## config.mk

```make
export PLATFORM = sky130hd
export DESIGN_NAME = iqm_top
export DESIGN_NICKNAME = d
export VERILOG_FILES = /design/src/rtl/iqm_pkg.sv /design/src/rtl/iqm_halfband.sv /design/src/rtl/iqm_top.sv
export SDC_FILE = /design/constraint.sdc
export NUM_CORES = 2
export LEC_CHECK = 0
export BUFFER_PORTS_ARGS = -buffer_cell sky130_fd_sc_hd__buf_2
export CORE_MARGIN = 4
export CORE_UTILIZATION = 45
export DETAILED_ROUTE_END_ITERATION = 10
export GPL_TIMING_DRIVEN = 0
export SYNTH_ARGS = -nofsm -noshare
export SYNTH_HDL_FRONTEND = slang
export SYNTH_SLANG_ARGS = --single-unit
```

## constraint.sdc

```tcl
create_clock -name pclk -period 8.4 [get_ports pclk]
set_input_delay 1.68 -clock pclk [delete_from_list [all_inputs] [get_ports pclk]]
set_output_delay 1.68 -clock pclk [all_outputs]
set_load 0.1 [all_outputs]
```

## src/rtl/iqm_pkg.sv

```systemverilog
// Purpose: shared constants, types and helpers of the interpolating quadrature modulator
// Assumes: pclk is the converter update clock
// Notes:   register indices are word indices, byte address is four times the index
package iqm_pkg;

	localparam int unsigned DW = 16;

	// register indices
	localparam logic [9:0] CTL0_IDX = 10'h000;
	localparam logic [9:0] CTL1_IDX = 10'h001;
	localparam logic [9:0] STAT_IDX = 10'h002;

	// control 0 fields
	localparam int unsigned C0_SOFT_RST = 5;
	localparam int unsigned C0_FILT_PD  = 4;
	localparam int unsigned C0_IPD      = 3;
	localparam int unsigned C0_QPD      = 2;

	// control 1 fields
	localparam int unsigned C1_RATE_LO = 6;
	localparam int unsigned C1_HP      = 5;
	localparam int unsigned C1_MOD_LO  = 3;
	localparam int unsigned C1_REAL    = 2;
	localparam int unsigned C1_SIGN    = 1;

	// status fields
	localparam int unsigned ST_FULLPD = 0;
	localparam int unsigned ST_UNDER  = 1;
	localparam int unsigned ST_PH_LO  = 2;

	localparam logic [7:0] CTL0_RST = 8'h00;
	localparam logic [7:0] CTL1_RST = 8'hd4;

	// interpolation rate codes
	localparam logic [1:0] RATE_1X = 2'h0;
	localparam logic [1:0] RATE_2X = 2'h1;
	localparam logic [1:0] RATE_4X = 2'h2;
	localparam logic [1:0] RATE_8X = 2'h3;

	// modulation frequency codes, both upper codes mean quarter rate
	localparam logic [1:0] MOD_OFF  = 2'h0;
	localparam logic [1:0] MOD_HALF = 2'h1;

	// half-band odd-phase taps: (-1, 9, 9, -1) / 16
	localparam int HB_INNER = 9;
	localparam int HB_SHIFT = 4;

	// reset pulse timing
	localparam int unsigned CLK_MHZ      = 200;
	localparam int unsigned RST_PULSE_NS = 10;
	localparam int unsigned RST_CYCLES_I = (RST_PULSE_NS * CLK_MHZ + 999) / 1000;
	localparam int unsigned RST_CYCLES   = (RST_CYCLES_I < 1) ? 1 : RST_CYCLES_I;
	localparam int unsigned RST_CNT_W    = 2;

	typedef enum logic {IQM_RUN, IQM_SRST} iqm_state_t;

	// clamp a wide signed value into one converter word
	function automatic logic signed [DW-1:0] sat16(input logic signed [21:0] v);
		if (v > 22'sd32767) begin
			return 16'sh7fff;
		end else if (v < -22'sd32768) begin
			return 16'sh8000;
		end
		return v[DW-1:0];
	endfunction

endpackage

```

## src/rtl/iqm_halfband.sv

```systemverilog
// Purpose: one dual-channel half-band 2x interpolation stage
// Assumes: out_stb runs at twice the rate of in_stb and coincides with every in_stb
// Notes:   even outputs are the centre tap, odd outputs the four-tap odd phase
`timescale 1ns/100ps
module iqm_halfband (
	// clock and reset
	input  wire logic                     pclk,
	input  wire logic                     presetn,
	// control
	input  wire logic                     clr,
	input  wire logic                     in_stb,
	input  wire logic                     out_stb,
	// data
	input  wire logic signed [15:0]       din_i,
	input  wire logic signed [15:0]       din_q,
	output logic signed [15:0]            dout_i,
	output logic signed [15:0]            dout_q
);

	logic signed [15:0] ti_q [4];
	logic signed [15:0] ti_d [4];
	logic signed [15:0] tq_q [4];
	logic signed [15:0] tq_d [4];
	logic signed [15:0] oi_q;
	logic signed [15:0] oi_d;
	logic signed [15:0] oq_q;
	logic signed [15:0] oq_d;

	// odd phase between taps 1 and 2
	function automatic logic signed [15:0] mid(input logic signed [15:0] a, input logic signed [15:0] b,
		input logic signed [15:0] c, input logic signed [15:0] d);
		logic signed [21:0] s;
		s = 22'(iqm_pkg::HB_INNER) * (22'(b) + 22'(c)) - (22'(a) + 22'(d)); // see RL26
		return iqm_pkg::sat16(s >>> iqm_pkg::HB_SHIFT);
	endfunction

	always_comb begin
		ti_d = ti_q;
		tq_d = tq_q;
		oi_d = oi_q;
		oq_d = oq_q;
		if (clr) begin
			ti_d = '{default: '0};
			tq_d = '{default: '0};
			oi_d = '0;
			oq_d = '0;
		end else begin
			if (out_stb) begin
				oi_d = in_stb ? ti_q[1] : mid(ti_q[0], ti_q[1], ti_q[2], ti_q[3]);
				oq_d = in_stb ? tq_q[1] : mid(tq_q[0], tq_q[1], tq_q[2], tq_q[3]);
			end
			if (in_stb) begin
				ti_d = '{din_i, ti_q[0], ti_q[1], ti_q[2]};
				tq_d = '{din_q, tq_q[0], tq_q[1], tq_q[2]};
			end
		end
	end

	always_ff @(posedge pclk or negedge presetn) begin
		if (!presetn) begin
			ti_q <= '{default: '0};
			tq_q <= '{default: '0};
			oi_q <= '0;
			oq_q <= '0;
		end else begin
			ti_q <= ti_d;
			tq_q <= tq_d;
			oi_q <= oi_d;
			oq_q <= oq_d;
		end
	end

	assign dout_i = oi_q;
	assign dout_q = oq_q;

endmodule

```

## src/rtl/iqm_top.sv

```systemverilog
// Purpose: dual-channel interpolating quadrature modulator datapath with APB control
// Assumes: pclk is the converter update clock; input samples are requested at the update rate divided by the interpolation factor
// Notes:   three half-band stages, modulator between the second and the third
//
// Summary of operation
// RL1 - three cascaded half-band stages give 1x, 2x, 4x or 8x interpolation
// RL2 - rate field sits in bits 7:6 of control 1
// RL3 - third stage follows the modulator, first two precede it
// RL4 - in 8x the final stage is lowpass or highpass by control 1 bit 5
// RL5 - modulator runs at update rate, or half of it in 8x
// RL6 - modulator emits one sample per input sample; code emits one per mod_stb: 1, 2, 4, 4 per input sample in 1x to 8x
// RL7 - complex mode mixes second-stage output with internal I and Q oscillator
// RL8 - quarter-rate cosine sequence is 1, 0, -1, 0; real or complex allowed
// RL9 - sine sequence is the cosine sequence delayed one modulator cycle
// RL10 - control 1 bit 1 inverts oscillator sign, choosing the rejected image
// RL11 - half-rate mode multiplies both channels by -1, 1
// RL12 - half-rate mode is always real modulation
// RL13 - positive exponent: I = Ic - Qs, Q = Is + Qc
// RL14 - negative exponent: I = Ic + Qs, Q = Qc - Is
// RL15 - real mode: each channel times cosine, no cross terms
// RL16 - reset release puts the oscillator into a fixed initial phase
// RL17 - reset low at least 10 ns returns all control registers to defaults
// RL18 - writing one to control 0 bit 5 resets like the pin
// RL19 - control 0 bits 3 and 2 power down each converter
// RL20 - control 0 bit 4 stops the filters, converters hold their level
// RL21 - both converters down means full power-down including filters
// RL22 - rate codes 00 1x, 01 2x, 10 4x, 11 8x; default 8x
// RL23 - modulation codes 00 off, 01 half, 1x quarter; default quarter
// RL24 - control 1 bit 2 high selects real, low complex; default real
// RL25 - sign zero negative exponent default, one positive exponent
// RL26 - symmetric half-band taps -1, 9, 9, -1 over 16
//
// Local design decisions: register access over APB and the register offsets.
`timescale 1ns/100ps
module iqm_top (
	// clock and reset
	input  wire logic               pclk,
	input  wire logic               presetn,
	// apb slave
	input  wire logic [11:0]        paddr,
	input  wire logic               psel,
	input  wire logic               penable,
	input  wire logic               pwrite,
	input  wire logic [31:0]        pwdata,
	output logic                    pready,
	output logic [31:0]             prdata,
	output logic                    pslverr,
	// sample input
	input  wire logic signed [15:0] in_i,
	input  wire logic signed [15:0] in_q,
	input  wire logic               in_valid,
	output logic                    in_ready,
	// converter outputs
	output logic signed [15:0]      inphase_converter_data,
	output logic signed [15:0]      quadrature_converter_data,
	output logic                    inphase_converter_on,
	output logic                    quadrature_converter_on,
	output logic                    filters_powered
);

	iqm_pkg::iqm_state_t st_q;
	iqm_pkg::iqm_state_t st_d;
	logic [iqm_pkg::RST_CNT_W-1:0] rc_q;
	logic [iqm_pkg::RST_CNT_W-1:0] rc_d;
	logic [7:0]  ctl0_q;
	logic [7:0]  ctl0_d;
	logic [7:0]  ctl1_q;
	logic [7:0]  ctl1_d;
	logic        under_q;
	logic        under_d;
	logic [31:0] prdata_q;
	logic [31:0] prdata_d;

	logic        srst;
	logic        wr;
	logic        hit;
	logic [9:0]  idx;
	logic [1:0]  rate;
	logic [1:0]  modf;
	logic        full_pd;
	logic        run;

	logic [2:0]  cnt_q;
	logic [2:0]  cnt_d;
	logic [1:0]  ph_q;
	logic [1:0]  ph_d;
	logic signed [15:0] x_i_q;
	logic signed [15:0] x_i_d;
	logic signed [15:0] x_q_q;
	logic signed [15:0] x_q_d;
	logic signed [15:0] m_i_q;
	logic signed [15:0] m_i_d;
	logic signed [15:0] m_q_q;
	logic signed [15:0] m_q_d;
	logic signed [15:0] o_i_q;
	logic signed [15:0] o_i_d;
	logic signed [15:0] o_q_q;
	logic signed [15:0] o_q_d;

	logic        in_stb;
	logic        s1_out;
	logic        s2_out;
	logic        mod_stb;
	logic signed [15:0] s1_i;
	logic signed [15:0] s1_q;
	logic signed [15:0] s2_i;
	logic signed [15:0] s2_q;
	logic signed [15:0] s3_i;
	logic signed [15:0] s3_q;
	logic signed [15:0] a_i;
	logic signed [15:0] a_q;
	logic signed [15:0] b_i;
	logic signed [15:0] b_q;
	logic signed [15:0] c_i;
	logic signed [15:0] c_q;
	logic signed [1:0]  lo_c;
	logic signed [1:0]  lo_s;

	// strobe with period 2**lg taken from the tick counter, which advances only while run is high
	function automatic logic tick(input logic [2:0] c, input logic [1:0] lg);
		case (lg)
			2'h0:    return 1'b1;
			2'h1:    return c[0] == 1'b0;
			2'h2:    return c[1:0] == 2'h0;
			default: return c == 3'h0;
		endcase
	endfunction

	// quarter-rate cosine: 1, 0, -1, 0
	function automatic logic signed [1:0] qcos(input logic [1:0] p);
		case (p)
			2'h0:    return 2'sb01;
			2'h2:    return 2'sb11;
			default: return 2'sb00;
		endcase
	endfunction

	// multiply a sample by -1, 0 or +1
	function automatic logic signed [21:0] mul(input logic signed [15:0] x, input logic signed [1:0] m);
		case (m)
			2'sb01:  return 22'(x);
			2'sb11:  return -22'(x);
			default: return 22'sd0;
		endcase
	endfunction

	// ---------------- register file ----------------
	assign srst    = (st_q == iqm_pkg::IQM_SRST);
	assign idx     = paddr[11:2];
	assign hit     = (paddr[1:0] == 2'h0) &&
		(idx == iqm_pkg::CTL0_IDX || idx == iqm_pkg::CTL1_IDX || idx == iqm_pkg::STAT_IDX);
	assign wr      = psel && penable && pwrite && hit;
	assign pready  = 1'b1;
	assign pslverr = psel && penable && !hit;
	assign prdata  = prdata_q;

	assign rate    = ctl1_q[iqm_pkg::C1_RATE_LO +: 2]; // see RL2
	assign modf    = ctl1_q[iqm_pkg::C1_MOD_LO +: 2]; // see RL23
	assign full_pd = ctl0_q[iqm_pkg::C0_IPD] && ctl0_q[iqm_pkg::C0_QPD]; // see RL21
	assign run     = !ctl0_q[iqm_pkg::C0_FILT_PD] && !full_pd && !srst; // see RL20

	always_comb begin
		st_d     = st_q;
		rc_d     = rc_q;
		ctl0_d   = ctl0_q;
		ctl1_d   = ctl1_q;
		under_d  = under_q | (in_stb && !in_valid);
		prdata_d = prdata_q;
		if (srst) begin
			ctl0_d  = iqm_pkg::CTL0_RST; // see RL18
			ctl1_d  = iqm_pkg::CTL1_RST;
			under_d = 1'b0;
			if (rc_q == '0) begin
				st_d = iqm_pkg::IQM_RUN;
			end else begin
				rc_d = rc_q - 1'b1;
			end
		end else if (wr) begin
			if (idx == iqm_pkg::CTL0_IDX) begin
				if (pwdata[iqm_pkg::C0_SOFT_RST]) begin
					st_d = iqm_pkg::IQM_SRST; // see RL18
					rc_d = iqm_pkg::RST_CNT_W'(iqm_pkg::RST_CYCLES - 1);
				end else begin
					ctl0_d = pwdata[7:0] & 8'h1c; // see RL19
				end
			end else if (idx == iqm_pkg::CTL1_IDX) begin
				ctl1_d = pwdata[7:0] & 8'hfe;
			end else if (pwdata[iqm_pkg::ST_UNDER] && !(in_stb && !in_valid)) begin
				// a new underrun in the clearing cycle wins over the clear
				under_d = 1'b0;
			end
		end
		if (psel && !penable && !pwrite) begin
			prdata_d = 32'h0;
			if (idx == iqm_pkg::CTL0_IDX && hit) begin
				prdata_d[7:0] = ctl0_q;
			end else if (idx == iqm_pkg::CTL1_IDX && hit) begin
				prdata_d[7:0] = ctl1_q;
			end else if (hit) begin
				prdata_d[iqm_pkg::ST_FULLPD]     = full_pd;
				prdata_d[iqm_pkg::ST_UNDER]      = under_q;
				prdata_d[iqm_pkg::ST_PH_LO +: 2] = ph_q;
			end
		end
	end

	always_ff @(posedge pclk or negedge presetn) begin
		if (!presetn) begin
			st_q     <= iqm_pkg::IQM_RUN;
			rc_q     <= '0;
			ctl0_q   <= iqm_pkg::CTL0_RST; // see RL17
			ctl1_q   <= iqm_pkg::CTL1_RST; // see RL22
			under_q  <= 1'b0;
			prdata_q <= 32'h0;
		end else begin
			st_q     <= st_d;
			rc_q     <= rc_d;
			ctl0_q   <= ctl0_d;
			ctl1_q   <= ctl1_d;
			under_q  <= under_d;
			prdata_q <= prdata_d;
		end
	end

	// ---------------- rate strobes ----------------
	assign in_stb   = run && tick(cnt_q, rate); // see RL1
	assign in_ready = in_stb;
	assign s1_out   = run && (rate != iqm_pkg::RATE_1X) && tick(cnt_q, 2'(rate - 2'h1));
	assign s2_out   = run && (rate >= iqm_pkg::RATE_4X) && tick(cnt_q, 2'(rate - 2'h2));
	assign mod_stb  = run && tick(cnt_q, (rate == iqm_pkg::RATE_8X) ? 2'h1 : 2'h0); // see RL5

	iqm_halfband u_stage1 (
		.pclk    (pclk),
		.presetn (presetn),
		.clr     (srst),
		.in_stb  (in_stb),
		.out_stb (s1_out),
		.din_i   (x_i_q),
		.din_q   (x_q_q),
		.dout_i  (s1_i),
		.dout_q  (s1_q)
	);

	iqm_halfband u_stage2 (
		.pclk    (pclk),
		.presetn (presetn),
		.clr     (srst),
		.in_stb  (s1_out && s2_out),
		.out_stb (s2_out),
		.din_i   (s1_i),
		.din_q   (s1_q),
		.dout_i  (s2_i),
		.dout_q  (s2_q)
	);

	// final_halfband_stage follows the modulator
	iqm_halfband final_halfband_stage (
		.pclk    (pclk),
		.presetn (presetn),
		.clr     (srst),
		.in_stb  (mod_stb && rate == iqm_pkg::RATE_8X),
		.out_stb (run && rate == iqm_pkg::RATE_8X),
		.din_i   (m_i_q),
		.din_q   (m_q_q),
		.dout_i  (s3_i),
		.dout_q  (s3_q)
	); // see RL3

	// bypass unused stages
	assign a_i = (rate == iqm_pkg::RATE_1X) ? x_i_q : s1_i;
	assign a_q = (rate == iqm_pkg::RATE_1X) ? x_q_q : s1_q;
	assign b_i = (rate >= iqm_pkg::RATE_4X) ? s2_i : a_i;
	assign b_q = (rate >= iqm_pkg::RATE_4X) ? s2_q : a_q;
	assign lo_c = qcos(ph_q); // see RL8
	assign lo_s = qcos(2'(ph_q - 2'h1)); // see RL9

	// ---------------- modulator and outputs ----------------
	always_comb begin
		cnt_d = run ? 3'(cnt_q + 3'h1) : cnt_q;
		ph_d  = ph_q;
		x_i_d = x_i_q;
		x_q_d = x_q_q;
		m_i_d = m_i_q;
		m_q_d = m_q_q;
		if (in_stb) begin
			x_i_d = in_valid ? in_i : 16'sh0000;
			x_q_d = in_valid ? in_q : 16'sh0000;
		end
		if (mod_stb) begin
			ph_d = 2'(ph_q + 2'h1); // see RL6
			if (modf == iqm_pkg::MOD_OFF) begin
				m_i_d = b_i;
				m_q_d = b_q;
			end else if (modf == iqm_pkg::MOD_HALF) begin
				m_i_d = iqm_pkg::sat16(mul(b_i, ph_q[0] ? 2'sb01 : 2'sb11)); // see RL11 RL12
				m_q_d = iqm_pkg::sat16(mul(b_q, ph_q[0] ? 2'sb01 : 2'sb11));
			end else if (ctl1_q[iqm_pkg::C1_REAL]) begin
				m_i_d = iqm_pkg::sat16(mul(b_i, lo_c)); // see RL15 RL24
				m_q_d = iqm_pkg::sat16(mul(b_q, lo_c));
			end else if (ctl1_q[iqm_pkg::C1_SIGN]) begin
				m_i_d = iqm_pkg::sat16(mul(b_i, lo_c) - mul(b_q, lo_s)); // see RL7 RL10 RL13 RL25
				m_q_d = iqm_pkg::sat16(mul(b_i, lo_s) + mul(b_q, lo_c));
			end else begin
				m_i_d = iqm_pkg::sat16(mul(b_i, lo_c) + mul(b_q, lo_s)); // see RL14 RL25
				m_q_d = iqm_pkg::sat16(mul(b_q, lo_c) - mul(b_i, lo_s));
			end
		end
		if (srst) begin
			cnt_d = 3'h0;
			ph_d  = 2'h0; // see RL16
			x_i_d = 16'sh0000;
			x_q_d = 16'sh0000;
			m_i_d = 16'sh0000;
			m_q_d = 16'sh0000;
		end
	end

	// final stage highpass: invert every other output sample of the final stage
	assign c_i = (rate != iqm_pkg::RATE_8X) ? m_i_q :
		(ctl1_q[iqm_pkg::C1_HP] && cnt_q[0]) ? iqm_pkg::sat16(-22'(s3_i)) : s3_i; // see RL4
	assign c_q = (rate != iqm_pkg::RATE_8X) ? m_q_q :
		(ctl1_q[iqm_pkg::C1_HP] && cnt_q[0]) ? iqm_pkg::sat16(-22'(s3_q)) : s3_q;

	always_comb begin
		o_i_d = o_i_q;
		o_q_d = o_q_q;
		if (ctl0_q[iqm_pkg::C0_IPD] || srst) begin
			o_i_d = 16'sh0000; // see RL19
		end else if (run) begin
			o_i_d = c_i;
		end
		if (ctl0_q[iqm_pkg::C0_QPD] || srst) begin
			o_q_d = 16'sh0000;
		end else if (run) begin
			o_q_d = c_q;
		end
	end

	always_ff @(posedge pclk or negedge presetn) begin
		if (!presetn) begin
			cnt_q <= 3'h0;
			ph_q  <= 2'h0; // see RL16
			x_i_q <= 16'sh0000;
			x_q_q <= 16'sh0000;
			m_i_q <= 16'sh0000;
			m_q_q <= 16'sh0000;
			o_i_q <= 16'sh0000;
			o_q_q <= 16'sh0000;
		end else begin
			cnt_q <= cnt_d;
			ph_q  <= ph_d;
			x_i_q <= x_i_d;
			x_q_q <= x_q_d;
			m_i_q <= m_i_d;
			m_q_q <= m_q_d;
			o_i_q <= o_i_d;
			o_q_q <= o_q_d;
		end
	end

	assign inphase_converter_data    = o_i_q;
	assign quadrature_converter_data = o_q_q;
	assign inphase_converter_on      = !ctl0_q[iqm_pkg::C0_IPD];
	assign quadrature_converter_on   = !ctl0_q[iqm_pkg::C0_QPD];
	assign filters_powered           = run; // see RL21

endmodule

```

### Word-level counts from Yosys, hierarchy flattened

Cells that the tools add are included.

| storage, ports and cells | value |
|---|---|
| register bits | 609 |
| input bits | 82 |
| output and inout port bits | 70 |
| logic and storage cells | 494 |

| cells by class | value |
|---|---|
| $add $sub $neg | 32 |
| multiply operators | 6 |
| order comparisons | 33 |
| equality and inequality tests | 24 |
| mux-type cells | 285 |
| bitwise gates (word level) | 2 |
| reductions and logical operators | 68 |

Operators with widths:

| kind | number |
|---|---|
| $mux W16 | 96 |
| $mux W22 | 54 |
| $mux W64 | 12 |
| $pmux W22 S2 | 6 |
| $gt A22 B16 Y1 const B | 10 |
| $lt A22 B16 Y1 const B | 10 |
| $add A16 B16 Y17 | 12 |
| $mul A5 B22 Y22 const A | 6 |
| $sub A22 B17 Y22 | 6 |
| $gt A18 B16 Y1 const B | 6 |
| $lt A18 B16 Y1 const B | 6 |
| $mux W1 | 89 |
| $neg A16 Y22 | 4 |
| $mux W8 | 9 |
| $add A22 B22 Y22 | 2 |
| $sub A22 B22 Y22 | 2 |
| $reduce_bool A2 Y1 | 15 |
| $logic_and A1 B1 Y1 | 24 |
| $logic_not A2 Y1 | 10 |
| $eq A2 B2 Y1 const B | 9 |
| $mux W2 | 8 |
| $eq A2 B1 Y1 const B | 7 |
| $mux W4 | 3 |
| $pmux W1 S3 | 4 |
| other kinds (21) | 40 |

### Logic depth before layout (Yosys ltp)

| depth | value |
|---|---|
| word-level depth | 26 |
| depth in mapped cells | 31 |
| gate-level depth less buffers | 30 |

### By module

A second synthesis with hierarchy kept.

| unflattened totals | value |
|---|---|
| cell total of the unflattened synthesis | 6,409 |
| area total of the unflattened synthesis | 54,877.6 um^2 |

Modules (own cells, without submodules):

| module | times used | cells each | area each (um^2) | sequential area each (um^2) |
|---|---|---|---|---|
| iqm_top | 1 | 2,067 | 15,303.4 | 3,083.0 |
| iqm_halfband at final_halfband_stage | 1 | 1,457 | 13,296.5 | 4,003.8 |
| iqm_halfband at u_stage2 | 1 | 1,444 | 13,171.4 | 4,003.8 |
| iqm_halfband at u_stage1 | 1 | 1,441 | 13,106.3 | 4,003.8 |

### Worst setup path before layout

OpenSTA, ideal clock, no wires.

| timing | value |
|---|---|
| path kind | flip-flop to flip-flop |
| start | register u_stage2.ti_q[16] in the netlist's numbering |
| end | register u_stage2.oi_q[12], in the netlist u_stage2.dout_i[12] |
| data arrival time | 6.249 ns |
| required time | 8.277 ns |
| setup slack | 2.028 ns |
| cell stages (with the launch flop) | 27 |
| path buffers | 1 |
| cell sequence | dfrtp_1 -> ha_1 -> fa_1 -> a211o_1 -> a2111oi_0 -> o31ai_1 -> a21o_1 -> a21o_1 -> and2_1 -> or2_2 -> inv_1 -> fa_1 -> ha_1 -> inv_1 -> fa_1 -> inv_1 -> ha_1 -> or3_1 -> o21ai_0 -> a211oi_1 -> mux2i_1 -> xor2_1 -> a31o_2 -> a21oi_1 -> clkbuf_1 -> o21bai_1 -> a21oi_1 |

| on the way | value |
|---|---|
| longest elaborated chain between the ends | 12 |

RTL lines:

| what | line | text |
|---|---|---|
| from (decl) | iqm_halfband.sv:20 | `logic signed [15:0] ti_q [4];` |
| from (signal assigned) | iqm_halfband.sv:66 | `ti_q <= ti_d;` |
| $add A16 B16 Y17 * | iqm_halfband.sv:33 | `s = 22'(iqm_pkg::HB_INNER) * (22'(b) + 22'(c)) - (22'(a) + 22'(d));` |
| $mul A5 B22 Y22 * | iqm_halfband.sv:33 |  |
| $sub A22 B17 Y22 * | iqm_halfband.sv:33 |  |
| $lt A18 B16 Y1 | iqm_pkg.sv:61 | `end else if (v < -22'sd32768) begin` |
| $mux W1 | iqm_pkg.sv:61 |  |
| $mux W1 | iqm_pkg.sv:59 | `if (v > 22'sd32767) begin` |
| $mux W1 | iqm_halfband.sv:48 | `if (out_stb) begin` |
| $mux W1 | iqm_halfband.sv:42 | `if (clr) begin` |
| $mux W16 * | iqm_pkg.sv:64 | `return v[DW-1:0];` |
| $mux W16 * | iqm_halfband.sv:49 | `oi_d = in_stb ? ti_q[1] : mid(ti_q[0], ti_q[1], ti_q[2], ti_q[3]);` |
| $mux W16 * | iqm_halfband.sv:48 |  |
| $mux W16 * | iqm_halfband.sv:42 |  |
| to (signal assigned) | iqm_halfband.sv:68 | `oi_q <= oi_d;` |
| to (decl) | iqm_halfband.sv:24 | `logic signed [15:0] oi_q;` |

Mark *: on every way between the ends. The rest lies on a longest branch, timed or not. The select of a mux whose other input is x is not followed.
A chain may end at the register's enable or synchronous reset.

### Worst setup path in the final report

| timing | value |
|---|---|
| start | register ctl1_q[6] |
| end | register m_i_q[0] |

| on the way | value |
|---|---|
| longest elaborated chain between the ends | 26 |

RTL lines:

| what | line | text |
|---|---|---|
| from (decl) | iqm_top.sv:67 | `logic [7:0] ctl1_q;` |
| from (signal assigned) | iqm_top.sv:212 | `ctl1_q <= iqm_pkg::CTL1_RST;` |
| from (signal assigned) | iqm_top.sv:219 | `ctl1_q <= ctl1_d;` |
| $logic_not A2 Y1 | iqm_top.sv:270, iqm_top.sv:271 |  |
| $mux W16, on equally long branches | iqm_top.sv:270, iqm_top.sv:271 |  |
| $mux W16, on equally long branches | iqm_top.sv:272, iqm_top.sv:273 |  |
| $neg A16 Y22 | iqm_top.sv:142 | `2'sb11: return -22'(x);` |
| $pmux W22 S2 | iqm_top.sv:140 | `case (m)` |
| $mux W22 | iqm_top.sv:300 | `end else if (ctl1_q[iqm_pkg::C1_SIGN]) begin` |
| $mux W22 | iqm_top.sv:297 | `end else if (ctl1_q[iqm_pkg::C1_REAL]) begin` |
| $mux W22 | iqm_top.sv:294 | `end else if (modf == iqm_pkg::MOD_HALF) begin` |
| [... 10 more ...] | -- |  |
| $mux W1 | iqm_top.sv:289 | `if (mod_stb) begin` |
| $mux W16 | iqm_pkg.sv:64 |  |
| $mux W16 | iqm_top.sv:300 |  |
| $mux W16 | iqm_top.sv:297 |  |
| $mux W16 | iqm_top.sv:294 |  |
| $mux W16 | iqm_top.sv:291 | `if (modf == iqm_pkg::MOD_OFF) begin` |
| $mux W16 | iqm_top.sv:289 |  |
| $mux W16 | iqm_top.sv:308 | `if (srst) begin` |
| to (signal assigned) | iqm_top.sv:354 | `m_i_q <= m_i_d;` |
| to (decl) | iqm_top.sv:91 | `logic signed [15:0] m_i_q;` |

Parallel ways exist; a longest one is shown, timed or not. The select of a mux whose other input is x is not followed.

==> out/summary.log <==
[run_status] result of the run finished clean
[critical_path] worst stage delay on the critical path 0.80 ns
[critical_path] Req. time, crit path 8.91 ns
[timing] number of max-slew violations in the final report 0
[grt] number of antenna violations at the first check in global routing 3
[synthesis] leading area contributor after synthesis dfrtp_1
[floorplan] Boundary Pins 152
[floorplan] die area 123700 µm²
[timing] minimum clock period 8.156 ns
[finish] Filler Cells Inserted 11460
[synthesis] area share of the largest cell type after synthesis 0.2819
[critical_path] endpoint of the lowest-slack register-to-register path m_i_q[0]$_DFFE_PN0P_
[timing] final setup fails 0
[detailed_routing] final routed DRC violation total 0
[hold_path] class of the most critical hold timing path register to register
[synthesis] Primary FF master, synth dfrtp_1
[critical_path] cell occurring most often along the worst timing path buf_6
[critical_path] biggest fanout along the worst timing path 10
[finish] area delta synth->final 10.25%
[critical_path] launching point of the worst reg2reg path ctl1_q[6]$_DFFE_PN1P_
[timing] worst clock skew 0.04210 ns
[job] maximum capacitance violations 0
[cts] buffer cell driving the clock tree root clkbuf_16
[synthesis] number of enable-type register cells in the synthesized netlist 0
[critical_path] Register-to-Register Path Depth 25
[cts] buffer depth of the longest clock path 3
[detailed_routing] Antenna Violating Nets Remaining 0
[synthesis] cells after synthesis 6496
[grt] total routing resource utilization after global routing 0.3087
[floorplan] total core area 116700 µm²
[finish] Net count, final 7545
[timing] RSZ-0062 raised after global routing true
[grt] number of global-route vias before repair 46360
[finish] share of final-layout standard cells stronger than drive strength 1 0.05795
[detailed_routing] total number of vias 47610
[synthesis] warning count from the yosys run 0
[finish] post-layout instance area 58630 µm²
[cts] level count of the clock H-tree 3
[timing] Worst Max-Slew Pin Slew 1.481 ns
[detailed_routing] Routed WL per cell 23.22 µm
[detailed_routing] initial DRC count 4332
[cts] Clock Latency Late Sink 0.68 ns
[placement] Final GP Congestion 1.021
[cts] clk sink count 603
[critical_path] endpoint of the worst setup timing path m_i_q[0]$_DFFE_PN0P_
[floorplan] standard-cell rows 125
[finish] fin util 0.5025
[floorplan] effective utilization at floorplan 0.4558
[critical_path] classification of the worst setup path register to register
[detailed_routing] drt total wl 192.5 mm
[synthesis] share of async-settable or async-resettable flops after synthesis 1.000
[placement] worst slack after detailed placement -0.1759 ns
[cts] total of hold buffers inserted after clock tree synthesis 0
[synthesis] leading cell types by total area after synthesis dfrtp_1, ha_1, fa_1
[floorplan] y dimension of the die 351.8 µm
[synthesis] synthesized area per cell 8.186 µm²
[placement] number of port buffers 101
[placement] post-placement cell area 55840 µm²
[synthesis] total of flip-flops plus latches after synthesis 603
[timing] Slew headroom 0.01268
[grt] wire length of the first global-routing pass 290.4 mm
[placement] post-DP HPWL 155.3 mm
[critical_path] setup slack of the worst register-to-register path 0.24 ns
[critical_path] critical path startpoint ctl1_q[6]$_DFFE_PN1P_
[floorplan] floorplan die width 351.8 µm
[synthesis] area of the mapped netlist 53170 µm²
[timing] Hold Fails Final Rpt 0
[critical_path] Crit-path slowest cell o31ai_1
[cts] CTS tree done
[critical_path] Critical Path Source Type register
[synthesis] number of different library cells in the post-synthesis netlist 105
[timing] final setup margin 0.2436 ns
[timing] share of the cycle needed by the critical path after routing 0.9710
[cts] clock-pin slew of the registers on the worst-case setup and hold paths 0.06 ns
[cts] number of CTS-inserted buffers 75
[detailed_routing] number of iterations in the first detailed-routing pass 5
[critical_path] CP arrival 8.67 ns
[critical_path] CP Capture Type register
[grt] Congestion Overflow GR 0
[grt] largest net degree at the start of global routing 120
[detailed_routing] number of vias per cell 5.743
[timing] highest clock frequency the design can meet 122.6 MHz
[synthesis] post-synthesis sequential area ratio 0.2839
[worst max-delay path, delay by kind of cell, from the launching register on]
family,cells,cell delay (ns)
AO/OA/AOI/OAI,10,3.76
XOR/XNOR,2,0.40
adder cells (fa/ha/maj),2,0.55
buffers and inverters,6,1.26
flip-flops,1,0.52
multiplexers,1,0.40
AND/OR/NAND/NOR,4,1.08
[sequential cells by signal, summed over array words and instances (netlist names), 64 cells and up]
| signal | flops |
|---|---|
| u_stage1.ti_q | 64 |
| u_stage2.tq_q | 64 |
| u_stage1.tq_q | 64 |
| final_halfband_stage.ti_q | 64 |
| final_halfband_stage.tq_q | 64 |
| u_stage2.ti_q | 64 |
[what timing repair did]
action | in CTS | in global routing
cloned | 0 | 0
resized for setup | 3 | 25
setup buffers | 0 | 0
pin swaps | 0 | 1
endpoints found under the setup margin | 2 | 40
[synthesized netlist by cell type (18+ instances only)]
cell type  instances
o21a_1            85
a221o_1           19
nand4_1           19
nand2b_1          90
a211o_1           19
a31o_2            18
buf_4             28
mux2i_1           48
fa_1             196
buf_1             23
and2_1            26
o31ai_1          136
o22ai_1           21
clkbuf_1         253
inv_1            940
a22oi_1           33
xor2_1            79
or3_1             39
ha_1             564
nand3_1           86
dfrtp_1          599
o221ai_1          27
o21ai_1           18
nor2b_1           39
and3_1            26
a211oi_1          44
o21ai_0          342
a311oi_1          22
a31oi_1           57
a21oi_1          543
a21o_1            90
xnor2_1          167
or2_2             31
o211ai_1          42
nand2_1          942
o21bai_1          46
nor2_1           327
a22o_1            44
nor3_1           107
[layout make-up]
class	instances	area, µm²	area share
inverter	943	3543	0.06044
tap	1524	1907	0.03253
multi-input combinational	4653	33360	0.5690
timing repair buffer	107	658.1	0.01123
antenna	2	5.005	0.00008537
sequential	603	15090	0.2575
buffer	320	1361	0.02322
clock buffer	104	2136	0.03643
clock inverter	34	564.3	0.009625
[logic make-up (layout without fill, tap and decap cells)]
family,after synthesis,after routing,synth area share
simple gates,1807,1807,0.1511
compound gates,1759,1759,0.2145
buf+inv,1263,1508,0.09198
fa+ha+maj,760,760,0.2065
flops,603,603,0.2839
xor+xnor,248,248,0.04127
mux,54,54,0.01068
other cells,2,27,0.0001412
[placed cells by master (no fill, tap or decap), types with 107 or more instances in the layout]
master    instances
o21ai_0         335
xnor2_1         167
ha_1            564
buf_2           113
fa_1            196
nor3_1          107
nor2_1          327
a21oi_1         543
o31ai_1         136
clkbuf_1        261
inv_1           940
nand2_1         942
dfrtp_1         599
[worst min path at each step]
stage	from	endpoint	slack [ns]	cells past startpoint
after global routing	prdata[6]$_DFFE_PN0P_	prdata[6]$_DFFE_PN0P_	0.50	2
after detailed placement	prdata[6]$_DFFE_PN0P_	prdata[6]$_DFFE_PN0P_	0.45	2
after floorplan	final_halfband_stage.ti_q[48]$_DFFE_PN0P_	final_halfband_stage.ti_q[32]$_DFFE_PN0P_	0.45	2
after CTS	final_halfband_stage.ti_q[54]$_DFFE_PN0P_	final_halfband_stage.ti_q[38]$_DFFE_PN0P_	0.47	2
after global placement	quadrature_converter_data[7]$_DFFE_PN0P_	quadrature_converter_data[7]$_DFFE_PN0P_	0.45	2
final	quadrature_converter_data[7]$_DFFE_PN0P_	quadrature_converter_data[7]$_DFFE_PN0P_	0.46	2
[metrics by stage]
step           hold WS [ns]   TNS, ns  instances
2_1_floorplan        0.4498         0       6519
4_1_cts              0.4677         0       8288
3_3_place_gp         0.4494  -4517.24       8144
6_report             0.4645         0       8290
3_5_place_dp         0.4521   -0.1759       8150
5_1_grt              0.4985  -0.05729       8288
[layer usage]
metal / track usage / share of wire / vias to the layer above
met1: 0.4041 / 0.43 / 23170
met3: 0.04586 / 0.059 / 368
met4: 0.1301 / 0.048 / 4
li1: - / - / 22450
met2: 0.5107 / 0.46 / 1607
met5: 0.003925 / 0.00041 / -
Power is not shown: default switching activity piles up to over one toggle a cycle in this logic, so the estimate is an artifact.
